`src/hw/ppp_pkg.sv`:
```
package ppp_pkg;

    // Pin-level widths of the programming port
    localparam int ADDR_W = 15;
    localparam int DATA_W = 8;

    // Legal programming windows for the two capacity variants
    localparam logic [14:0] SMALL_LO = 15'h6000;
    localparam logic [14:0] LARGE_LO = 15'h4000;
    localparam logic [14:0] AREA_HI  = 15'h7fff;

    // Phase counter loads in clock cycles, each phase lasts one cycle more (plain defaults, no timing printed)
    localparam logic [7:0] SETUP_CYC  = 8'h04;
    localparam logic [7:0] STROBE_CYC = 8'h08;
    localparam logic [7:0] HOLD_CYC   = 8'h04;

    // Command codes from the user side
    typedef enum logic [1:0] {
        PPP_CMD_READ,
        PPP_CMD_WRITE,
        PPP_CMD_VERIFY
    } ppp_cmd_e;

    // Pins toward the device, all driven by the programmer
    typedef struct packed {
        logic              reset_n;
        logic              ce_n;
        logic              oe_n;
        logic              vpp_on;
        logic [ADDR_W-1:0] addr;
    } ppp_pins_s;

endpackage : ppp_pkg

```
`src/hw/ppp_programmer.sv`:
```
`timescale 1ns/100ps

// Contract
// - The programmer holds the device reset pin low and runs the chip at normal supply while accessing the PROM.
// - Program mode is entered with output enable high and programming voltage applied.
// - Address and write data are presented together before the write strobe.
// - In program mode with stable address and data, pulling chip enable low stores the byte.
// - For the small variant only addresses 6000 to 7FFF hex may be programmed.
// - For the large variant only addresses 4000 to 7FFF hex may be programmed.
// - Programming of the one-time part should be followed by a read-back check.
module ppp_programmer
    import ppp_pkg::*;
#(
    parameter bit LARGE = 1'b1
)
(
    input  wire logic              i_clk,
    input  wire logic              i_rst_n,
    input  wire logic              i_req,
    input  wire ppp_cmd_e          i_cmd,
    input  wire logic [ADDR_W-1:0] i_addr,
    input  wire logic [DATA_W-1:0] i_wdata,
    input  wire logic [DATA_W-1:0] i_d_in,
    output logic [DATA_W-1:0]      o_d_out,
    output logic                   o_d_oe,
    output ppp_pins_s              o_pins,
    output logic                   o_busy,
    output logic                   o_done,
    output logic [DATA_W-1:0]      o_rdata,
    output logic                   o_range_err,
    output logic                   o_mismatch
);

    typedef enum logic [1:0] {ST_IDLE, ST_SETUP, ST_STROBE, ST_HOLD} ppp_state_e;

    ppp_state_e        state_ff;
    ppp_cmd_e          cmd_ff;
    logic [7:0]        cnt_ff;
    logic [ADDR_W-1:0] addr_ff;
    logic [DATA_W-1:0] wdata_ff;
    logic [DATA_W-1:0] last_wr_ff;
    logic              have_wr_ff;
    logic [ADDR_W-1:0] last_addr_ff;

    // Address window check for the selected variant
    wire logic [14:0] area_lo   = LARGE ? LARGE_LO : SMALL_LO;
    wire logic        in_range  = (i_addr >= area_lo) && (i_addr <= AREA_HI);
    wire logic        start     = i_req && (state_ff == ST_IDLE);
    wire logic        reject    = start && (i_cmd == PPP_CMD_WRITE) && !in_range;
    wire logic        cnt_zero  = (cnt_ff == 8'h00);
    wire logic        is_wr     = (cmd_ff == PPP_CMD_WRITE);
    wire logic        uses_vpp  = (cmd_ff != PPP_CMD_READ);
    // Verify is compared against the last byte written, only if that write was to the same address
    wire logic        chk_miss  = have_wr_ff && (last_addr_ff == addr_ff)
                                  && (i_d_in != last_wr_ff);

    // Sequencer: setup with pins stable, strobe phase, then hold
    always_ff @(posedge i_clk)
    begin
        if (!i_rst_n)
        begin
            state_ff     <= ST_IDLE;
            cmd_ff       <= PPP_CMD_READ;
            cnt_ff       <= 8'h00;
            addr_ff      <= '0;
            wdata_ff     <= '0;
            o_done       <= 1'b0;
            o_rdata      <= '0;
            o_range_err  <= 1'b0;
            o_mismatch   <= 1'b0;
            last_wr_ff   <= '0;
            last_addr_ff <= '0;
            have_wr_ff   <= 1'b0;
        end
        else
        begin
            o_done <= 1'b0;
            unique case (state_ff)
                ST_IDLE:
                begin
                    if (reject)
                    begin
                        o_range_err <= 1'b1;
                        o_done      <= 1'b1;
                    end
                    else if (start)
                    begin
                        cmd_ff      <= i_cmd;
                        addr_ff     <= i_addr;
                        wdata_ff    <= i_wdata;
                        o_range_err <= 1'b0;
                        o_mismatch  <= 1'b0;
                        cnt_ff      <= SETUP_CYC;
                        state_ff    <= ST_SETUP;
                    end
                end
                ST_SETUP:
                begin
                    if (cnt_zero)
                    begin
                        cnt_ff   <= STROBE_CYC;
                        state_ff <= ST_STROBE;
                    end
                    else
                        cnt_ff <= cnt_ff - 8'h01;
                end
                ST_STROBE:
                begin
                    if (cnt_zero)
                    begin
                        if (!is_wr)
                            o_rdata <= i_d_in; // Sample at end of strobe
                        if (cmd_ff == PPP_CMD_VERIFY)
                            o_mismatch <= chk_miss;
                        if (is_wr)
                        begin
                            last_wr_ff   <= wdata_ff;
                            last_addr_ff <= addr_ff;
                            have_wr_ff   <= 1'b1;
                        end
                        cnt_ff   <= HOLD_CYC;
                        state_ff <= ST_HOLD;
                    end
                    else
                        cnt_ff <= cnt_ff - 8'h01;
                end
                ST_HOLD:
                begin
                    if (cnt_zero)
                    begin
                        o_done   <= 1'b1;
                        state_ff <= ST_IDLE;
                    end
                    else
                        cnt_ff <= cnt_ff - 8'h01;
                end
            endcase
        end
    end

    // Pin levels per phase; idle leaves both enables high so data floats
    wire logic active   = (state_ff != ST_IDLE);
    wire logic strobing = (state_ff == ST_STROBE);
    wire logic nxt_ce_n = !(strobing && (cmd_ff != PPP_CMD_VERIFY));
    wire logic nxt_oe_n = !(strobing && !is_wr);
    wire logic nxt_vpp  = active && uses_vpp;
    wire logic nxt_d_oe = active && is_wr; // Drive only while device is in input mode

    // Registered pin outputs; device reset held low throughout
    always_ff @(posedge i_clk)
    begin
        if (!i_rst_n)
        begin
            o_pins  <= '{reset_n: 1'b0, ce_n: 1'b1, oe_n: 1'b1, vpp_on: 1'b0, addr: '0};
            o_d_out <= '0;
            o_d_oe  <= 1'b0;
            o_busy  <= 1'b0;
        end
        else
        begin
            o_pins.reset_n <= 1'b0;
            o_pins.ce_n    <= nxt_ce_n;
            o_pins.oe_n    <= nxt_oe_n;
            o_pins.vpp_on  <= nxt_vpp;
            o_pins.addr    <= addr_ff;
            o_d_out        <= wdata_ff;
            o_d_oe         <= nxt_d_oe;
            o_busy         <= active || (start && !reject); // Refused writes never look busy
        end
    end

    // Write strobe only with output enable high and programming voltage on
    write_mode_a: assert property (@(posedge i_clk) disable iff (!i_rst_n)
        (!o_pins.ce_n && o_pins.vpp_on) |-> o_pins.oe_n)
        else $error("write strobe without output enable high");
    // Data driven whenever the write strobe is low
    write_data_a: assert property (@(posedge i_clk) disable iff (!i_rst_n)
        (!o_pins.ce_n && o_pins.oe_n) |-> o_d_oe)
        else $error("write strobe without data driven");
    // Count low cycles of output enable; a counter keeps the strobe check cheap to evaluate
    logic [7:0] oe_low_cnt_ff;
    wire logic [7:0] strobe_full = STROBE_CYC + 8'h01; // Strobe phase counts down through zero

    always_ff @(posedge i_clk)
    begin
        if (!i_rst_n)
            oe_low_cnt_ff <= 8'h00;
        else if (!o_pins.oe_n)
            oe_low_cnt_ff <= oe_low_cnt_ff + 8'h01;
        else
            oe_low_cnt_ff <= 8'h00;
    end

    // Strobe lasts exactly the strobe phase, STROBE_CYC plus one cycles
    strobe_len_a: assert property (@(posedge i_clk) disable iff (!i_rst_n)
        $rose(o_pins.oe_n) |-> (oe_low_cnt_ff == strobe_full))
        else $error("read strobe length wrong");
    // Strobe never runs past its phase
    strobe_cap_a: assert property (@(posedge i_clk) disable iff (!i_rst_n)
        (oe_low_cnt_ff <= strobe_full))
        else $error("read strobe too long");
    // Never fight the device while it drives
    no_fight_a: assert property (@(posedge i_clk) disable iff (!i_rst_n)
        !o_pins.oe_n |-> !o_d_oe)
        else $error("data driven during read");
    // Device reset pin always low
    reset_low_a: assert property (@(posedge i_clk) disable iff (!i_rst_n)
        !o_pins.reset_n)
        else $error("device reset released");
    // Out of range writes never strobe
    range_chk_a: assert property (@(posedge i_clk) disable iff (!i_rst_n)
        reject |=> !o_busy ##1 o_pins.ce_n)
        else $error("out of range write started");
    // Idle pins float the bus without programming voltage
    idle_float_a: assert property (@(posedge i_clk) disable iff (!i_rst_n)
        (state_ff == ST_IDLE && !o_busy) |=> (o_pins.ce_n && o_pins.oe_n && !o_pins.vpp_on))
        else $error("idle pins not parked");
    // Writes strobe with both enables never low together
    write_strb_a: assert property (@(posedge i_clk) disable iff (!i_rst_n)
        !(!o_pins.ce_n && !o_pins.oe_n && o_pins.vpp_on))
        else $error("illegal enable combination under vpp");

endmodule : ppp_programmer

```
`config.mk`:
```
export PLATFORM = sky130hd
export DESIGN_NAME = ppp_programmer
export DESIGN_NICKNAME = d
export VERILOG_FILES = /design/src/hw/ppp_pkg.sv /design/src/hw/ppp_programmer.sv
export SDC_FILE = /design/constraint.sdc
export NUM_CORES = 1
export LEC_CHECK = 0
export CAP_MARGIN = 20
export CORE_UTILIZATION = 33
export CTS_BUF_LIST = sky130_fd_sc_hd__clkbuf_4 sky130_fd_sc_hd__clkbuf_8
export CTS_CLUSTER_DIAMETER = 120
export DETAILED_ROUTE_END_ITERATION = 10
export DONT_BUFFER_PORTS = 1
export PLACE_DENSITY = 0.5
export SYNTH_ARGS = -nofsm -noshare
export SYNTH_HDL_FRONTEND = slang
export SYNTH_SLANG_ARGS = --single-unit
```
`constraint.sdc`:
```
create_clock -name i_clk -period 2.7 [get_ports i_clk]
set_input_delay 0.405 -clock i_clk [delete_from_list [all_inputs] [get_ports i_clk]]
set_output_delay 0.405 -clock i_clk [all_outputs]
set_load 0.1 [all_outputs]
```
======== Word level (Yosys, flattened, before mapping) ========
Index checks and enable logic that the tools add are counted.
word-level totals
  flip-flop bits (word level) ............. 99
  output and inout port bits .............. 40
  logic and storage cells ................. 92
cells by class
  add/subtract/negate cells ............... 1
  $lt $le $gt $ge ......................... 2
  equality and inequality tests ........... 16
  mux-type cells .......................... 21
  bitwise logic cells ..................... 2
  reduce and logical (&&, ||, !) cells .... 30
operator list
  kind                  number
  $mux 8                5
  $pmux 8 s4            1
  $eq 15x15->1          1
  $ge 15x15->1 const B  1
  $le 15x15->1 const B  1
  $ne 2x2->1 const B    7
  $reduce_and 3->1      4
  $logic_and 1x1->1     11
  $mux 2                5
  $reduce_and 5->1      2
  $logic_not 8->1       1
  $ne 8x8->1            1
  $pmux 2 s4            1
  $reduce_bool 2->1     4
  $sub 8x1->8 const B   1
  $mux 1                7
  $eq 2x1->1 const B    3
  $eq 2x2->1 const B    3
  $logic_not 1->1       5
  $pmux 1 s2            2
  $logic_not 2->1       1
  $ne 2x1->1 const B    1
  $not 1->1             2
  $reduce_and 2->1      1
  $logic_or 1x1->1      1

======== Depth between registers and ports, before layout ========
  depth in word-level cells ............... 7
  mapped depth ............................ 9
  depth with buffers taken out ............ 7

======== Worst setup path before layout ========
No wires, ideal clock.
  path kind ............................... reg-to-reg
  start point ............................. reg state_ff[0]
  end point ............................... reg cnt_ff[5]
  arrival ................................. 1920 ps
  slack ................................... 709 ps
  cell stages (with the launch flop) ...... 10
  buffers on the path ..................... 2
  path through ............................ dfxtp_1 inv_1 ha_1 buf_6 nor3_2 or2_0 clkbuf_2 or2_4 or4b_1 a21oi_1
on the way
  longest elaborated chain between the ends .. 6
  elaborated cells on any way between the ends .. 12
RTL lines
  what                               line                                        text
  start, declared                    ppp_programmer.sv:36                        ppp_state_e state_ff;
  start signal, assigned             ppp_programmer.sv:62                        state_ff <= ST_IDLE;
  start signal, assigned             ppp_programmer.sv:94                        state_ff <= ST_SETUP;
  start signal, assigned             ppp_programmer.sv:102                       state_ff <= ST_STROBE;
  $logic_not 2->1                    ppp_programmer.sv:48, ppp_programmer.sv:78
  $logic_and 1x1->1                  ppp_programmer.sv:48                        wire logic start = i_req && (state_ff == ST_IDLE);
  $logic_and 1x1->1 (2 in series)    ppp_programmer.sv:49                        wire logic reject = start && (i_cmd == PPP_CMD_WRITE) && !in_range;
  $ne 2x2->1 (no source line)        --
  $reduce_and 3->1 (no source line)  --
  end signal, assigned               ppp_programmer.sv:105                       cnt_ff <= cnt_ff - 8'h01;
  end signal, assigned               ppp_programmer.sv:125                       cnt_ff <= cnt_ff - 8'h01;
  end signal, assigned               ppp_programmer.sv:135                       cnt_ff <= cnt_ff - 8'h01;
  end, declared                      ppp_programmer.sv:38                        logic [7:0] cnt_ff;
Several ways; a longest one is shown, not always the timed one.
A chain may end at the register's enable or synchronous reset.

======== Worst setup path after layout ========
  start point ............................. reg cnt_ff[0]
  end point ............................... reg last_addr_ff[14]
on the way
  longest elaborated chain between the ends .. 2
RTL lines
  what                               line                   text
  $logic_not 8->1                    ppp_programmer.sv:50   wire logic cnt_zero = (cnt_ff == 8'h00);
  $reduce_and 3->1 (no source line)  --
  end signal, assigned               ppp_programmer.sv:118  last_addr_ff <= addr_ff;
  end, declared                      ppp_programmer.sv:43   logic [ADDR_W-1:0] last_addr_ff;
No other way between the ends.

==> results.ini <==
[logic_synthesis]
avgSynthCellArea_sq_um=9.325
synth_top_cell_by_area=dfxtp_1
ys_seq_area_frac=0.5208
netlist_instances=404
synth_top_area_frac=0.5208
synth.area.top_cells=dfxtp_1 52%, mux2i_1 8.8%, nor2_1 6.9%
ys.flop_type=dfxtp_1
syn_area_sq_mm=0.003767
yosysWarnings=0
synth_most_common_cell=dfxtp_1
synth-seq-cells=98
async_flop_share=0
netlist_top_cells_count=98 x dfxtp_1, 69 x nor2_1, 36 x a21oi_1
synth_cell_type_count=44
syn_nets=446
synth-edff-count=0

[grt]
antenna_found_initial=0
grt_use_met2=0.2238
grt_overflow=0
grt_first_pass_wirelength_um=12340
grt_start_max_net_pins=34
globalRouteTotalUtil=0.1388
met3_usage=0.04005
use_met1=0.1732
grt_pass1_vias=2591
top_usage_layer=met2

[critical_path]
path_delay_family=simple AND/OR/NAND/NOR gates
cpPeakStageDelay_ns=0.52
path_cells=inv_1 -> ha_1 -> or4b_4 -> nor2b_4 -> nand4b_1 -> buf_4 -> mux2i_1 -> nor2_1
worst-setup-path-type=reg -> reg
path_buf_inv=2
critPathSlowestCell=or4b_4
endpoint_kind=register
crit_arrival_ns=2.54
cp_max_fo=24
startpoint_type=register
crit_required_ns=2.96

[sta]
hold_viol_final=0
skew_ns=0.01607
min_period_ns=2.274
max-slew-margin-rel=0.3368
maxSlewViolCount=0
tns_ns=0
rsz0062_at_grt=false
setup_violations=0
post-route-period-util=0.8424
fmax_ghz=0.4397
worst_slew_pin_slew_ns=0.9935

[layout]
drive_gt1_frac=0.08068
final_cells=549
n_fill_cell=1126
final_core_util=0.3742
fin_area_sq_mm=0.004110
finish.net_count=446
syn2layout_area_growth_pct=9.100
n_antenna_cell=0
multiInputGateArea_sq_mm=0.001583
seq_area_sq_mm=0.001962

[floorplan]
start_util=0.3430
die_w_um=108.8
die_h_um=108.8
row_count=38
num_io_pins=76
dieArea_sq_mm=0.01185
coreArea_sq_mm=0.01098

[worst_hold_path]
hold_class=in -> reg

[detailed_routing]
drtPass1Iterations=4
route.detailed.drc=0
num_vias=2570
avgRoutedWirePerCell_um=13.85
avgViaCountPerCell=4.681
antenna_left=0
drt-initial-drc-count=61
wirelength_um=7604

[clock_network]
clock_path_buffers=2
clk_pin_slew_ns=0.10
cts.sinks=98
cts_setup_buffers=0
cts_hold_buf=0
cts_root_buf=clkbuf_8
post_cts_resized=0
h-tree-depth=3
cts_tree=yes
clock_latency_ns=0.37
numCtsBuffers=9

[placed_design]
place_area_sq_mm=0.003901
placed_cells_incl_taps=533
portBuffers=0
place_hpwl_um=5291
place.gp.congestion=0.8281

[pwr]
leakage_nw=2.038
power_density_mw_per_mm2=1105
peakVddDrop_mv=0.4184
finalPower_mw=4.540

[flow_run]
max-cap-violations=0

[status]
outcome=finished clean

==> layer usage <==
metal | part of all wire | up-vias | wire [um]
met2 | 0.46 | 67 | 3499
li1 | - | 1323 | -
met4 | 0.011 | 0 | 85
met1 | 0.47 | 1172 | 3580
met3 | 0.058 | 8 | 440
met5 | 0 | - | 0
==> power by group <==
| part | internal, mW | switching [mW] | leakage (nW) |
|---|---|---|---|
| registers | 1.69 | 0.829 | 0.799 |
| logic | 0.421 | 0.615 | 1.14 |
| clock network | 0.446 | 0.539 | 0.0999 |
| total | 2.56 | 1.98 | 2.04 |
==> registers in the layout (all words and copies together) (netlist names) <==
name	cells
addr_ff	15
cmd_ff	2
cnt_ff	8
have_wr_ff	1
last_addr_ff	15
last_wr_ff	8
o_busy	1
o_d_oe	1
o_d_out	8
o_done	1
o_mismatch	1
o_pins	18
o_range_err	1
o_rdata	8
state_ff	2
wdata_ff	8
==> worst paths after layout <==
kind,startpoint,end,slack (ns),depth (start not counted)
setup / recovery,cnt_ff[0]$_SDFFE_PN0P_,last_addr_ff[14]$_SDFFE_PN0P_,0.43,8
hold reg to reg,have_wr_ff$_SDFFE_PN0P_,have_wr_ff$_SDFFE_PN0P_,0.45,2
setup reg to reg,cnt_ff[0]$_SDFFE_PN0P_,last_addr_ff[14]$_SDFFE_PN0P_,0.43,8
hold / removal,i_rst_n,o_pins[16]$_SDFF_PN1_,0.15,1
==> metrics by stage <==
stage	setup WS, ns	hold WS, ns
floorplan	0.7091	0.4210
global placement	0.5037	0.4298
detailed placement	0.4362	0.4329
CTS	0.4078	0.1151
global route	0.2488	0.1208
finish	0.4255	0.1470
==> layout make-up <==
class,count,share of cell area
inverters,31,0.02831
multi-input cells,257,0.3851
clock buffers,9,0.03014
flip-flops and latches,98,0.4773
clock inverters,7,0.02070
repair buffers,7,0.01583
well taps,140,0.04262
==> placed cells by master, fill, tap and decap left out, types with 2 or more instances in the layout <==
master / count
or3_1: 3
mux2i_1: 33
o211ai_1: 2
buf_4: 6
nand3_1: 4
o21ai_0: 6
clkbuf_8: 9
a21o_1: 2
nand2b_1: 3
o31ai_1: 2
nand4_1: 4
nor2_1: 69
ha_1: 6
inv_8: 2
xor2_1: 23
nand2_1: 33
dfxtp_1: 98
inv_1: 30
nor4_1: 8
clkinvlp_4: 2
nor3_1: 3
a21oi_1: 36
==> cell families after synthesis <==
| family | Yosys count | share of synthesized area |
|---|---|---|
| other cells | 1 | 0.0009954 |
| mux | 33 | 0.08768 |
| flops | 98 | 0.5208 |
| fa+ha+maj | 6 | 0.01993 |
| xor+xnor | 23 | 0.05347 |
| compound gates | 53 | 0.08170 |
| buf+inv | 49 | 0.05911 |
| simple gates | 141 | 0.1764 |
==> worst reg2reg max path, delay by kind of cell (launching register included) <==
family,cells,cell delay (ns)
buf+inv,2,0.35
flops,1,0.35
simple gates,4,1.04
fa+ha+maj,1,0.21
mux,1,0.21
Power figures use the tool's default switching activity.
